$ cat src/lc_cfg.svh
`ifndef LC_CFG_SVH
`define LC_CFG_SVH

// register bus widths
`define LC_ADR_W        8
`define LC_DAT_W        32
`define LC_SEL_W        4

// register byte addresses
`define LC_ADR_CTRL     8'h00
`define LC_ADR_MASK     8'h04
`define LC_ADR_STAT     8'h08

// control register fields
`define LC_CTRL_W       5
`define LC_CTRL_ARITH   0
`define LC_CTRL_INDEP   1
`define LC_CTRL_CHAIN   2
`define LC_CTRL_SLD_INV 3
`define LC_CTRL_SCL_INV 4
`define LC_CTRL_RST     5'h00

// table mask layout
`define LC_MASK_W       16
`define LC_HALF_W       8
`define LC_MASK_RST     16'h0000

// status register fields
`define LC_STAT_REG     0
`define LC_STAT_LUT     1
`define LC_STAT_ARITH   2

// register output after reset
`define LC_REG_RST      1'h0

`endif

$ cat src/lc_pkg.sv
package lc_pkg;

  // table operating mode
  typedef enum logic
  {
    LC_NORMAL,
    LC_ARITH
  } lc_mode_t;

  // source of the register's normal data path
  typedef enum logic
  {
    LC_SRC_LUT,
    LC_SRC_INDEP
  } lc_src_t;

endpackage : lc_pkg

$ cat src/lc_lut4.sv
`include "lc_cfg.svh"

module lc_lut4
  import lc_pkg::*;
(
  input  wire logic [`LC_MASK_W-1:0] mask_i,     // table contents
  input  wire lc_mode_t              mode_i,     // normal or split table
  input  wire logic [3:0]            data_i,     // {d, c, b, a}
  input  wire logic                  carry_in_i, // from the cell below in chain
  output logic                       sum_o,      // function output
  output logic                       carry_o     // carry towards next cell
);

  logic [3:0] idx4; // normal mode index
  logic [2:0] idx3; // half-table index

  // table lookup, output is the mask bit picked by the inputs
  always_comb
  begin
    idx4 = data_i;
    idx3 = {carry_in_i, data_i[1:0]};
    if (mode_i == LC_ARITH)
    begin
      // lower half gives the sum, upper half the carry
      sum_o   = mask_i[{1'b0, idx3}];
      carry_o = mask_i[{1'b1, idx3}];
    end
    else
    begin
      // whole table is one four-input function
      sum_o   = mask_i[idx4];
      carry_o = 1'b0;
    end
  end

endmodule : lc_lut4

$ cat src/lc_cell_reg.sv
`include "lc_cfg.svh"

module lc_cell_reg
  import lc_pkg::*;
(
  input  wire logic clk_i,        // core clock
  input  wire logic rst_i,        // async reset, active high
  input  wire logic path_d_i,     // selected normal data path
  input  wire logic chain_en_i,   // cascade mode on
  input  wire logic chain_in_i,   // cascade input from cell above
  input  wire logic sload_i,      // effective synchronous load
  input  wire logic sclr_i,       // effective synchronous clear
  input  wire logic sload_data_i, // data stored on load
  output logic      q_o           // register output
);

  logic q_d; // next register value
  logic q_q; // register state

  // next value: clear, then load, then cascade, then data path
  always_comb
  begin
    if (sclr_i)
      q_d = 1'b0;
    else if (sload_i)
      q_d = sload_data_i;
    else if (chain_en_i)
      q_d = chain_in_i;
    else
      q_d = path_d_i;
  end

  // storage, changes on the clock edge or on async reset
  always_ff @(posedge clk_i or posedge rst_i)
  begin
    if (rst_i)
      q_q <= `LC_REG_RST;
    else
      q_q <= q_d;
  end

  assign q_o = q_q;

endmodule : lc_cell_reg

$ cat src/lc_cell_top.sv
`include "lc_cfg.svh"

module lc_cell_top
  import lc_pkg::*;
(
  input  wire logic                 CORE_CLK_I,        // core clock
  input  wire logic                 RST_I,             // async reset
  input  wire logic [`LC_ADR_W-1:0] ADR_I,             // bus address
  input  wire logic [`LC_DAT_W-1:0] DAT_I,             // bus write data
  input  wire logic [`LC_SEL_W-1:0] SEL_I,             // byte enables
  input  wire logic                 WE_I,              // write request
  input  wire logic                 CYC_I,             // bus cycle
  input  wire logic                 STB_I,             // bus strobe
  output logic      [`LC_DAT_W-1:0] DAT_O,             // bus read data
  output logic                      ACK_O,             // bus acknowledge
  input  wire logic                 DATA_A_I,          // table input a
  input  wire logic                 DATA_B_I,          // table input b
  input  wire logic                 DATA_C_I,          // table input c
  input  wire logic                 DATA_D_I,          // table input d
  input  wire logic                 CARRY_IN_PORT_I,   // chain carry in
  input  wire logic                 INDEP_FUNC_I,      // other cell's function
  input  wire logic                 REG_CHAIN_IN_I,    // cascade from above
  input  wire logic                 SYNC_LOAD_I,       // synchronous load
  input  wire logic                 SYNC_CLEAR_I,      // synchronous clear
  input  wire logic                 SYNC_LOAD_DATA_I,  // data for load
  output logic                      LUT_OUT_O,         // function output
  output logic                      CARRY_OUT_PORT_O,  // chain carry out
  output logic                      REGISTER_OUTPUT_O  // register output
);

  // ---------------------------------------------------------------
  // configuration state
  // ---------------------------------------------------------------
  logic [`LC_CTRL_W-1:0] ctrl_q;  // control register
  logic [`LC_CTRL_W-1:0] ctrl_d;  // its next value
  logic [`LC_MASK_W-1:0] mask_q;  // table mask register
  logic [`LC_MASK_W-1:0] mask_d;  // its next value
  logic                  ack_q;   // acknowledge flop
  logic                  ack_d;   // its next value
  logic [`LC_DAT_W-1:0]  dat_q;   // read data flop
  logic [`LC_DAT_W-1:0]  dat_d;   // its next value

  // ---------------------------------------------------------------
  // decoded configuration
  // ---------------------------------------------------------------
  lc_mode_t mode;       // table mode
  lc_src_t  src;        // register data source
  logic     chain_en;   // cascade mode
  logic     sload_inv;  // load control inverted
  logic     sclr_inv;   // clear control inverted
  logic     sload_eff;  // load after inversion
  logic     sclr_eff;   // clear after inversion
  logic     lut_sum;    // table function output
  logic     lut_carry;  // table carry output
  logic     path_d;     // selected normal data path
  logic     reg_q;      // register state
  logic     bus_req;    // request pending, not yet answered
  logic     bus_wr;     // write taking effect this edge

  // control fields to typed values
  always_comb
  begin
    mode      = ctrl_q[`LC_CTRL_ARITH] ? LC_ARITH : LC_NORMAL;
    src       = ctrl_q[`LC_CTRL_INDEP] ? LC_SRC_INDEP : LC_SRC_LUT;
    chain_en  = ctrl_q[`LC_CTRL_CHAIN];
    sload_inv = ctrl_q[`LC_CTRL_SLD_INV];
    sclr_inv  = ctrl_q[`LC_CTRL_SCL_INV];
  end

  // ---------------------------------------------------------------
  // register bus slave
  // ---------------------------------------------------------------

  // request seen, answered one cycle later
  assign bus_req = CYC_I & STB_I & ~ack_q;

  // write lands on the edge where the master sees ack
  assign bus_wr = CYC_I & STB_I & WE_I & ack_q;

  // next values of bus and configuration state
  always_comb
  begin
    ack_d  = bus_req;
    dat_d  = '0;
    ctrl_d = ctrl_q;
    mask_d = mask_q;
    // read data captured with the acknowledge
    if (bus_req && !WE_I)
    begin
      case (ADR_I)
        `LC_ADR_CTRL:
          dat_d[`LC_CTRL_W-1:0] = ctrl_q;
        `LC_ADR_MASK:
          dat_d[`LC_MASK_W-1:0] = mask_q;
        `LC_ADR_STAT:
        begin
          // carry stays off the status word, it feeds only the chain
          dat_d[`LC_STAT_REG]   = reg_q;
          dat_d[`LC_STAT_LUT]   = lut_sum;
          dat_d[`LC_STAT_ARITH] = ctrl_q[`LC_CTRL_ARITH];
        end
        default:
          dat_d = '0; // unmapped reads as zero
      endcase
    end
    // writes honour byte enables
    if (bus_wr)
    begin
      case (ADR_I)
        `LC_ADR_CTRL:
        begin
          if (SEL_I[0])
            ctrl_d = DAT_I[`LC_CTRL_W-1:0];
        end
        `LC_ADR_MASK:
        begin
          // low byte is sum half in arithmetic mode
          if (SEL_I[0])
            mask_d[`LC_HALF_W-1:0] = DAT_I[`LC_HALF_W-1:0];
          // high byte is carry half in arithmetic mode
          if (SEL_I[1])
            mask_d[`LC_MASK_W-1:`LC_HALF_W] = DAT_I[`LC_MASK_W-1:`LC_HALF_W];
        end
        default:
          ctrl_d = ctrl_q; // status and unmapped ignore writes
      endcase
    end
  end

  // bus and configuration flops
  always_ff @(posedge CORE_CLK_I or posedge RST_I)
  begin
    if (RST_I)
    begin
      ack_q  <= 1'b0;
      dat_q  <= '0;
      ctrl_q <= `LC_CTRL_RST;
      mask_q <= `LC_MASK_RST;
    end
    else
    begin
      ack_q  <= ack_d;
      dat_q  <= dat_d;
      ctrl_q <= ctrl_d;
      mask_q <= mask_d;
    end
  end

  assign ACK_O = ack_q;
  assign DAT_O = dat_q;

  // ---------------------------------------------------------------
  // lookup table
  // ---------------------------------------------------------------

  // mask bit picked by the inputs, split in arithmetic mode
  lc_lut4 u_lut
  (
    .mask_i     (mask_q),
    .mode_i     (mode),
    .data_i     ({DATA_D_I, DATA_C_I, DATA_B_I, DATA_A_I}),
    .carry_in_i (CARRY_IN_PORT_I),
    .sum_o      (lut_sum),
    .carry_o    (lut_carry)
  );

  // function output to routing
  assign LUT_OUT_O = lut_sum;

  // carry goes only to the chain port, never to routing
  assign CARRY_OUT_PORT_O = lut_carry;

  // ---------------------------------------------------------------
  // register path
  // ---------------------------------------------------------------

  // data path select and control inversion
  always_comb
  begin
    // table output or another cell's function
    path_d = (src == LC_SRC_INDEP) ? INDEP_FUNC_I : lut_sum;
    // per-cell inversion of the load and clear nets that the fabric shares across the group
    // one load and one clear net per group, each cell applies its own inversion from its control register
    sload_eff = SYNC_LOAD_I ^ sload_inv;
    sclr_eff  = SYNC_CLEAR_I ^ sclr_inv;
  end

  // the cell's register with clear, load and cascade
  lc_cell_reg u_reg
  (
    .clk_i        (CORE_CLK_I),
    .rst_i        (RST_I),
    .path_d_i     (path_d),
    .chain_en_i   (chain_en),
    .chain_in_i   (REG_CHAIN_IN_I),
    .sload_i      (sload_eff),
    .sclr_i       (sclr_eff),
    .sload_data_i (SYNC_LOAD_DATA_I),
    .q_o          (reg_q)
  );

  assign REGISTER_OUTPUT_O = reg_q;
endmodule : lc_cell_top

$ cat config.mk
export PLATFORM = sky130hd
export DESIGN_NAME = lc_cell_top
export DESIGN_NICKNAME = d
export VERILOG_FILES = /design/src/lc_pkg.sv /design/src/lc_lut4.sv /design/src/lc_cell_reg.sv /design/src/lc_cell_top.sv
export VERILOG_INCLUDE_DIRS = /design/src /design/src/src
export SDC_FILE = /design/constraint.sdc
export NUM_CORES = 1
export LEC_CHECK = 0
export BUFFER_PORTS_ARGS = -buffer_cell sky130_fd_sc_hd__buf_2
export CORE_MARGIN = 4
export CORE_UTILIZATION = 40
export DETAILED_ROUTE_END_ITERATION = 6
export PLACE_DENSITY_LB_ADDON = 0.08
export SKIP_CTS_REPAIR_TIMING = 1
export SYNTH_ARGS = -nofsm -noshare
export SYNTH_HDL_FRONTEND = slang
export SYNTH_SLANG_ARGS = --single-unit
export TNS_END_PERCENT = 20
$ cat constraint.sdc
create_clock -name CORE_CLK_I -period 3.54 [get_ports CORE_CLK_I]
set_clock_uncertainty 0.2 [all_clocks]
set_input_delay 0.708 -clock CORE_CLK_I [delete_from_list [all_inputs] [get_ports CORE_CLK_I]]
set_output_delay 0.708 -clock CORE_CLK_I [all_outputs]
set_load 0.02 [all_outputs]
Yosys cells after proc, flatten, opt, wreduce, memory -nomap -nowiden:

Cells that the tools add are included.

* register bits: 55
* latch bits: 0
* RAM bits: 0
* bits in read-only memories: 0
* output and inout port bits: 36
* word-level logic and storage cells: 42
* memories kept: 0

* add/sub/neg operators: 0
* $mul: 0
* div/mod/pow operators: 0
* $lt $le $gt $ge: 3
* equality and inequality tests: 2
* shift-type cells: 0
* multiplexer cells: 18
* bitwise operators: 7
* reductions and logical operators: 6

Operator list (number)
* $mux W16: 1
* $mux W1: 11
* $mux W11: 1
* $lt A4 B5 Y1 const B: 2
* $pmux W3 S3: 1
* $reduce_and A3 Y1: 3
* $eq A8 B3 Y1 const B: 1
* $eq A8 B4 Y1 const B: 1
* $logic_not A8 Y1: 1
* $bmux W1 S3: 2
* $lt A3 B5 Y1 const B: 1
* $and A1 B1 Y1: 4
* $bmux W1 S4: 1
* $pmux W2 S2: 1
* $xor A1 B1 Y1: 2
* $logic_and A1 B1 Y1: 1
* $logic_not A1 Y1: 1
* $not A1 Y1: 1

Depth between registers and ports, before layout:

Gate-level depths: netlist of run 1.

* word-level depth: 7
* gate-level depth with buffers: 6
* gate-level depth less buffers: 5

By module:

From an unflattened synthesis of run 1, not the netlist that was laid out.

* cells, all modules: 151
* area total of the unflattened synthesis: 2062.0 µm²

By module, submodules not included
* lc_cell_top: times used 1, cells an instance 125, area each 1722.9 µm²
* lc_lut4: times used 1, cells an instance 20, area each 277.8 µm²
* lc_cell_reg: times used 1, cells an instance 6, area each 61.3 µm²

Worst setup path after synthesis of run 1:

OpenSTA, ideal clock, no wires.

* path type: input to output
* from: input port DATA_B_I
* to: output port LUT_OUT_O
* arrival time: 1.860 ns
* data required time: 2.632 ns
* slack: 0.772 ns
* stages on the path: 6
* path buffers: 1
* cell sequence: buf_6 -> mux2i_1 -> mux4_2 -> nand3_2 -> nand2_2 -> nor2_1

* longest elaborated chain between the ends: 3
* elaborated cells between the ends (all ways): 5
* classes of those cells: mux: 5

Ends and longest elaborated chain
* start: declaration: RTL line lc_cell_top.sv:17 `input wire logic DATA_B_I,`
* $bmux W1 S4 or $bmux W1 S3 (tied branches): RTL line lc_lut4.sv:31, lc_lut4.sv:25
* $mux W1 (on tied branches): RTL line lc_lut4.sv:31, lc_lut4.sv:25
* $mux W1 (*): RTL line lc_lut4.sv:22 `if (mode_i == LC_ARITH)`
* end: declaration: RTL line lc_cell_top.sv:26 `output logic LUT_OUT_O,`

Every way passes the cells marked *; elsewhere a longest branch is shown, timed or not. The select of a mux whose other input is x is not followed.

Worst setup path after layout of run 1:

Same ends and word-level chain as after synthesis.

==> metrics, run 1 <==
CTS tree done; Slew Viols, Final 0; clk_lat worst skew 0.28 ns; delay-heaviest family, CP multiplexers; vias per inst 4.751; R2R cell count 5; clock sinks 39; Post-synth EDFFs 0; worst min path class register to register; Iteration-0 DRC Markers 46; Congestion Overflow GR 0; vias 1373; synth unique cells 33; CP Class input port to output pin; vias in the first global route 1472; n_diodes 0; minimum clock period 2.976 ns; Worst path slowest cell mux4_2; root buf cell clkbuf_8; Max Cap Viol 0; worst-margin pin slew 0.7162 ns; Critical Path Start DATA_B_I; CP startpoint kind input port; Synth top area share 0.4997; Tcrit/Tclk final 0.8408; Placed Instances 283; max_slew headroom 0.5220; Worst path depth 7; Core Region 4723 um^2; yosys warns 0; # rows 25; Die X 77.88 um; final core occ 0.4932; Post-Syn Instances 159; #FFs+latches synth 39; # IOs 95; RSZ-0062 raised after global routing no; top cells by area, synth dfrtp_1, mux2_2, mux2i_1; Max Clock Freq 336.0 MHz; Detail Route Antenna Nets 0; gr usage total 0.1478; pin count of the biggest net entering global routing 22; crit path DAT 2.07 ns; die outline area 6065 um^2; Worst setup EP type output pin; Num CTS Buffers 5; Die Span Y 77.88 um; top_reg_cell synth dfrtp_1; Syn Area/Cell 12.28 um^2; Synth area leader dfrtp_1; post-route setup TNS 0 ns; Clk pin slew, worst setup/hold paths 0.07 ns; Layout Cells excl Fill 289; Post-synth top cells dfrtp_1, mux2_2, buf_4, nor2_1, mux2i_1; Final Instance Area 2330 um^2; fin nets 282; peak supply drop 240.9 uV; first drt pass iteration count 4; Routed WL 4159 um; Seq/Total Area, Yosys 0.4997; final hold viol count 0; outcome completed; drt drc 0; CP max FO 8; PortBufs 60; static leakage 1.263 nW; # setup viols final 0; Power per Cell Area 339.0 nW/um^2; share of cells above drive strength 1 0.4414; top-count cell post-synth dfrtp_1; initial antenna violation count 0; critical-path cell list buf_2 -> mux2i_1 -> mux4_2 -> nand3_2 -> nand2_2 -> nor2_1 -> buf_2; CP required 2.63 ns; post-placement setup slack 0.5368 ns; fill count 450; Avg WL per Cell 14.39 um; synth-to-layout area growth 19.28%; clock buffer depth 2; Hold Path Cell Cnt 1; crit path buf inv count 2; RR Startpoint mask_q[2]$_DFFE_PP0P_; Min-Delay Startpoint mask_q[9]$_DFFE_PP0P_; Worst path most repeated cell buf_2; Placed Instance Area 2257 um^2; HPWL after DPL 3351 um; first-pass GRT wire length 7038 um; worst stage delay on the critical path 0.50 ns; post-synthesis cell area 1953 um^2; Async SR Flop Fraction 1.000; Starting Density 0.4135; RePlAce Congestion 0.8035; Final WS setup 0.5637 ns; H-tree depth 2
==> path summary, 6_finish.rpt <==
check                                   endpoint  slack (ns)
max                                    LUT_OUT_O        0.56
min                           DAT_O[9]$_DFF_PP0_        0.30
max reg2reg                   DAT_O[1]$_DFF_PP0_        1.86
min reg2reg                   DAT_O[9]$_DFF_PP0_        0.30
max in group asynchronous  mask_q[7]$_DFFE_PP0P_        2.06
min in group asynchronous    DAT_O[15]$_DFF_PP0_        0.33
==> registers in the layout (all words and copies together) (netlist names) <==
name and count:
u_reg.q_o 1, mask_q 16, ACK_O 1, ctrl_q 5
DAT_O 16
==> routing by layer <==
metal  wire length, um  part of all wire  global-route usage  vias to the layer above
li1                  -                 -                   -                      645
met1              1600              0.38              0.1643                      669
met2              2147              0.52              0.2577                       55
met3               371             0.089             0.05684                        4
met4                40            0.0096             0.04804                        0
met5                 0                 0                   0                        -
==> cell type report <==
cell class                      count  area (um^2)  area share
Sequential cell                    39        975.9      0.4189
Clock buffer                        6        72.57     0.03115
Multi-Input combinational cell    114        882.1      0.3786
Timing Repair Buffer               61        307.8      0.1321
Inverter                            2        7.507    0.003222
Tap cell                           67        83.83     0.03598
==> cells by family (layout without fill, tap and decap cells) <==
logic type | after synthesis | after routing | share of synthesized area
buffers and inverters | 21 | 69 | 0.07751
muxes | 37 | 37 | 0.2242
and+or+nand+nor | 51 | 51 | 0.1595
AOI/OAI and AO/OA | 8 | 8 | 0.02819
DFF | 39 | 39 | 0.4997
other | 1 | 16 | 0.001920
xor gates and xnor gates | 2 | 2 | 0.008970
==> power by group <==
group	switching (W)	leakage, nW	total [W]	internal [W]
registers	0.00000151	0.543	0.000449	0.000447
clock network	0.000133	0.0371	0.000264	0.000131
logic	0.0000496	0.682	0.0000770	0.0000274
==> through the flow <==
step / hold slack [ns] / power, W
4_1_cts: 0.3034 / 0.0008055
5_1_grt: 0.3232 / 0.0008277
6_report: 0.2964 / 0.0007899
3_3_place_gp: 0.2811 / 0.0005325
3_5_place_dp: 0.2875 / 0.0005351
2_1_floorplan: 0.2697 / 0.0005142
==> layout by cell type, fill, tap and decap left out, types with 2 or more instances in the layout <==
cell type,netlist,routed
inv_1,2,2
mux4_2,2,2
nand3b_1,2,2
nand2_1,4,4
a21oi_1,5,5
dfrtp_1,39,39
nand2_4,2,2
mux2_2,21,21
and2_1,11,11
clkbuf_8,0,5
nand3_1,2,2
nor2_1,14,14
xor2_1,2,2
mux2i_1,13,13
nand4_1,2,2
nor2b_1,3,3
buf_2,0,60
conb_1,1,16
nand2b_1,2,2
(Power assumes the default switching activity.)
==> run 2: changes to the inputs <==
Clock period 3.54 ns to 3 ns, I/O delays scaled along.
==> metrics, run 2 (synthesis gave the netlist of run 1 again) <==
clk_lat worst skew 0.28 ns (about the same); most common cell after layout, fill and taps aside buf_2 (unchanged); critical-path cell list buf_2 -> mux2i_1 -> mux4_2 -> nand3_2 -> nand2_2 -> nor2_1 -> buf_2 (unchanged); # rows 25 (unchanged); Iteration-0 DRC Markers 46 (unchanged); n_diodes 0 (unchanged); vias 1356 (was 1373); CTS tree done (unchanged); Worst path slowest cell mux4_2 (unchanged); root buf cell clkbuf_8 (unchanged); Slew Viols, Final 0 (unchanged); Power per Cell Area 423.6 nW/um^2 (was 339.0 nW/um^2); H-tree depth 2 (unchanged); pin count of the biggest net entering global routing 40 (was 22); fill count 444 (was 450); share of cells above drive strength 1 0.4464 (was 0.4414); Detail Route Antenna Nets 0 (unchanged); Worst path most repeated cell buf_2 (unchanged); fin nets 282 (unchanged); CP startpoint kind input port (unchanged); CP Class input port to output pin (unchanged); Num CTS Buffers 5 (unchanged); Die X 77.88 um (unchanged); minimum clock period 2.776 ns; RSZ-0062 raised after global routing no (unchanged); outcome completed (unchanged); vias per inst 4.660 (was 4.751); Routed WL 4181 um (was 4159 um); FF/Latch Area 975.9 um^2 (unchanged); HPWL after DPL 3292 um (was 3351 um); Core Region 4723 um^2 (unchanged); Starting Density 0.4135 (unchanged); gr usage total 0.1443 (was 0.1478); clock buffer depth 2 (unchanged); RePlAce Congestion 0.8011 (was 0.8035); Placed Instance Area 2257 um^2 (unchanged); PortBufs 60 (unchanged); first-pass GRT wire length 6796 um (was 7038 um); initial antenna violation count 0 (unchanged); commonest cells after routing, fill and taps aside buf_2, dfrtp_1, mux2_2 (unchanged); worst stage delay on the critical path 0.50 ns (about the same); area of the multi-input gates 882.1 um^2 (unchanged); Final Instance Area 2357 um^2 (was 2330 um^2); final hold viol count 0 (unchanged); vias in the first global route 1463 (was 1472); peak supply drop 286.5 uV (was 240.9 uV); # IOs 95 (unchanged); Die Span Y 77.88 um (unchanged); static leakage 1.277 nW (was 1.263 nW); die outline area 6065 um^2 (unchanged); synth-to-layout area growth 20.69% (was 19.28%); CP required 2.20 ns (was 2.63 ns); post-route setup TNS 0 ns (unchanged); drt drc 0 (unchanged); CP max FO 8 (unchanged); Avg WL per Cell 14.37 um (was 14.39 um); # setup viols final 0 (unchanged); first drt pass iteration count 4 (unchanged); Max Clock Freq 360.2 MHz; Worst setup EP type output pin (unchanged); Clk pin slew, worst setup/hold paths 0.07 ns (about the same); crit path DAT 1.98 ns (was 2.07 ns); worst min path class input port to async pin (was register to register); Tcrit/Tclk final 0.9253; Congestion Overflow GR 0 (unchanged); clock sinks 39 (unchanged); Max Cap Viol 0 (unchanged)
## run 2: final timing paths
path | start | endpoint | depth (start not counted) | slack (ns)
setup / recovery | DATA_B_I | LUT_OUT_O | 7 | 0.22
hold / removal | RST_I | DAT_O[15]$_DFF_PP0_ | 3 | 0.23
setup reg to reg | mask_q[13]$_DFFE_PP0P_ | DAT_O[1]$_DFF_PP0_ | 5 | 1.32
hold reg to reg | mask_q[9]$_DFFE_PP0P_ | DAT_O[9]$_DFF_PP0_ | 1 | 0.30
max in group asynchronous | RST_I | mask_q[12]$_DFFE_PP0P_ | 3 | 2.03
min in group CORE_CLK_I | mask_q[9]$_DFFE_PP0P_ | DAT_O[9]$_DFF_PP0_ | 1 | 0.30
## run 2: metal layers
| layer | up-vias | GRT usage | routed length (um) |
|---|---|---|---|
| li1 | 645 | - | - |
| met1 | 645 | 0.1540 | 1652 |
| met2 | 55 | 0.2449 | 2073 |
| met3 | 11 | 0.05800 | 355 |
| met4 | 0 | 0.07295 | 99 |
| met5 | - | 0 | 0 |
## run 2: area by class of cell
| type | instances | share of cell area |
|---|---|---|
| multi-input cells | 114 | 0.3742 |
| repair buffers | 61 | 0.1306 |
| well taps | 67 | 0.03556 |
| clock buffers | 8 | 0.04246 |
| flip-flops and latches | 39 | 0.4140 |
| inverters | 2 | 0.003185 |
## run 2: power breakdown
part	leakage (nW)	switching, W	internal, W
Sequential	0.543	0.00000177	0.000528
Clock	0.0515	0.000169	0.000210
Combinational	0.682	0.0000586	0.0000324
## run 2: through the flow
step	setup WS (ns)	cells	utilization	total power, W	hold slack, ns
after floorplan	0.4483	174	-	0.0006068	0.2697
after global placement	0.2317	283	0.4779	0.0006284	0.2810
after detailed placement	0.2158	283	0.4779	0.0006310	0.2930
after CTS	0.2082	291	0.4991	0.001016	0.2298
after global routing	0.1398	291	0.4991	0.001042	0.2739
final	0.2240	291	0.4991	0.0009986	0.2274
## run 2: critical path: cells and delay by family
family	cells	cell delay [ns]
buf+inv	2	0.42
simple gates	3	0.29
mux	2	0.66
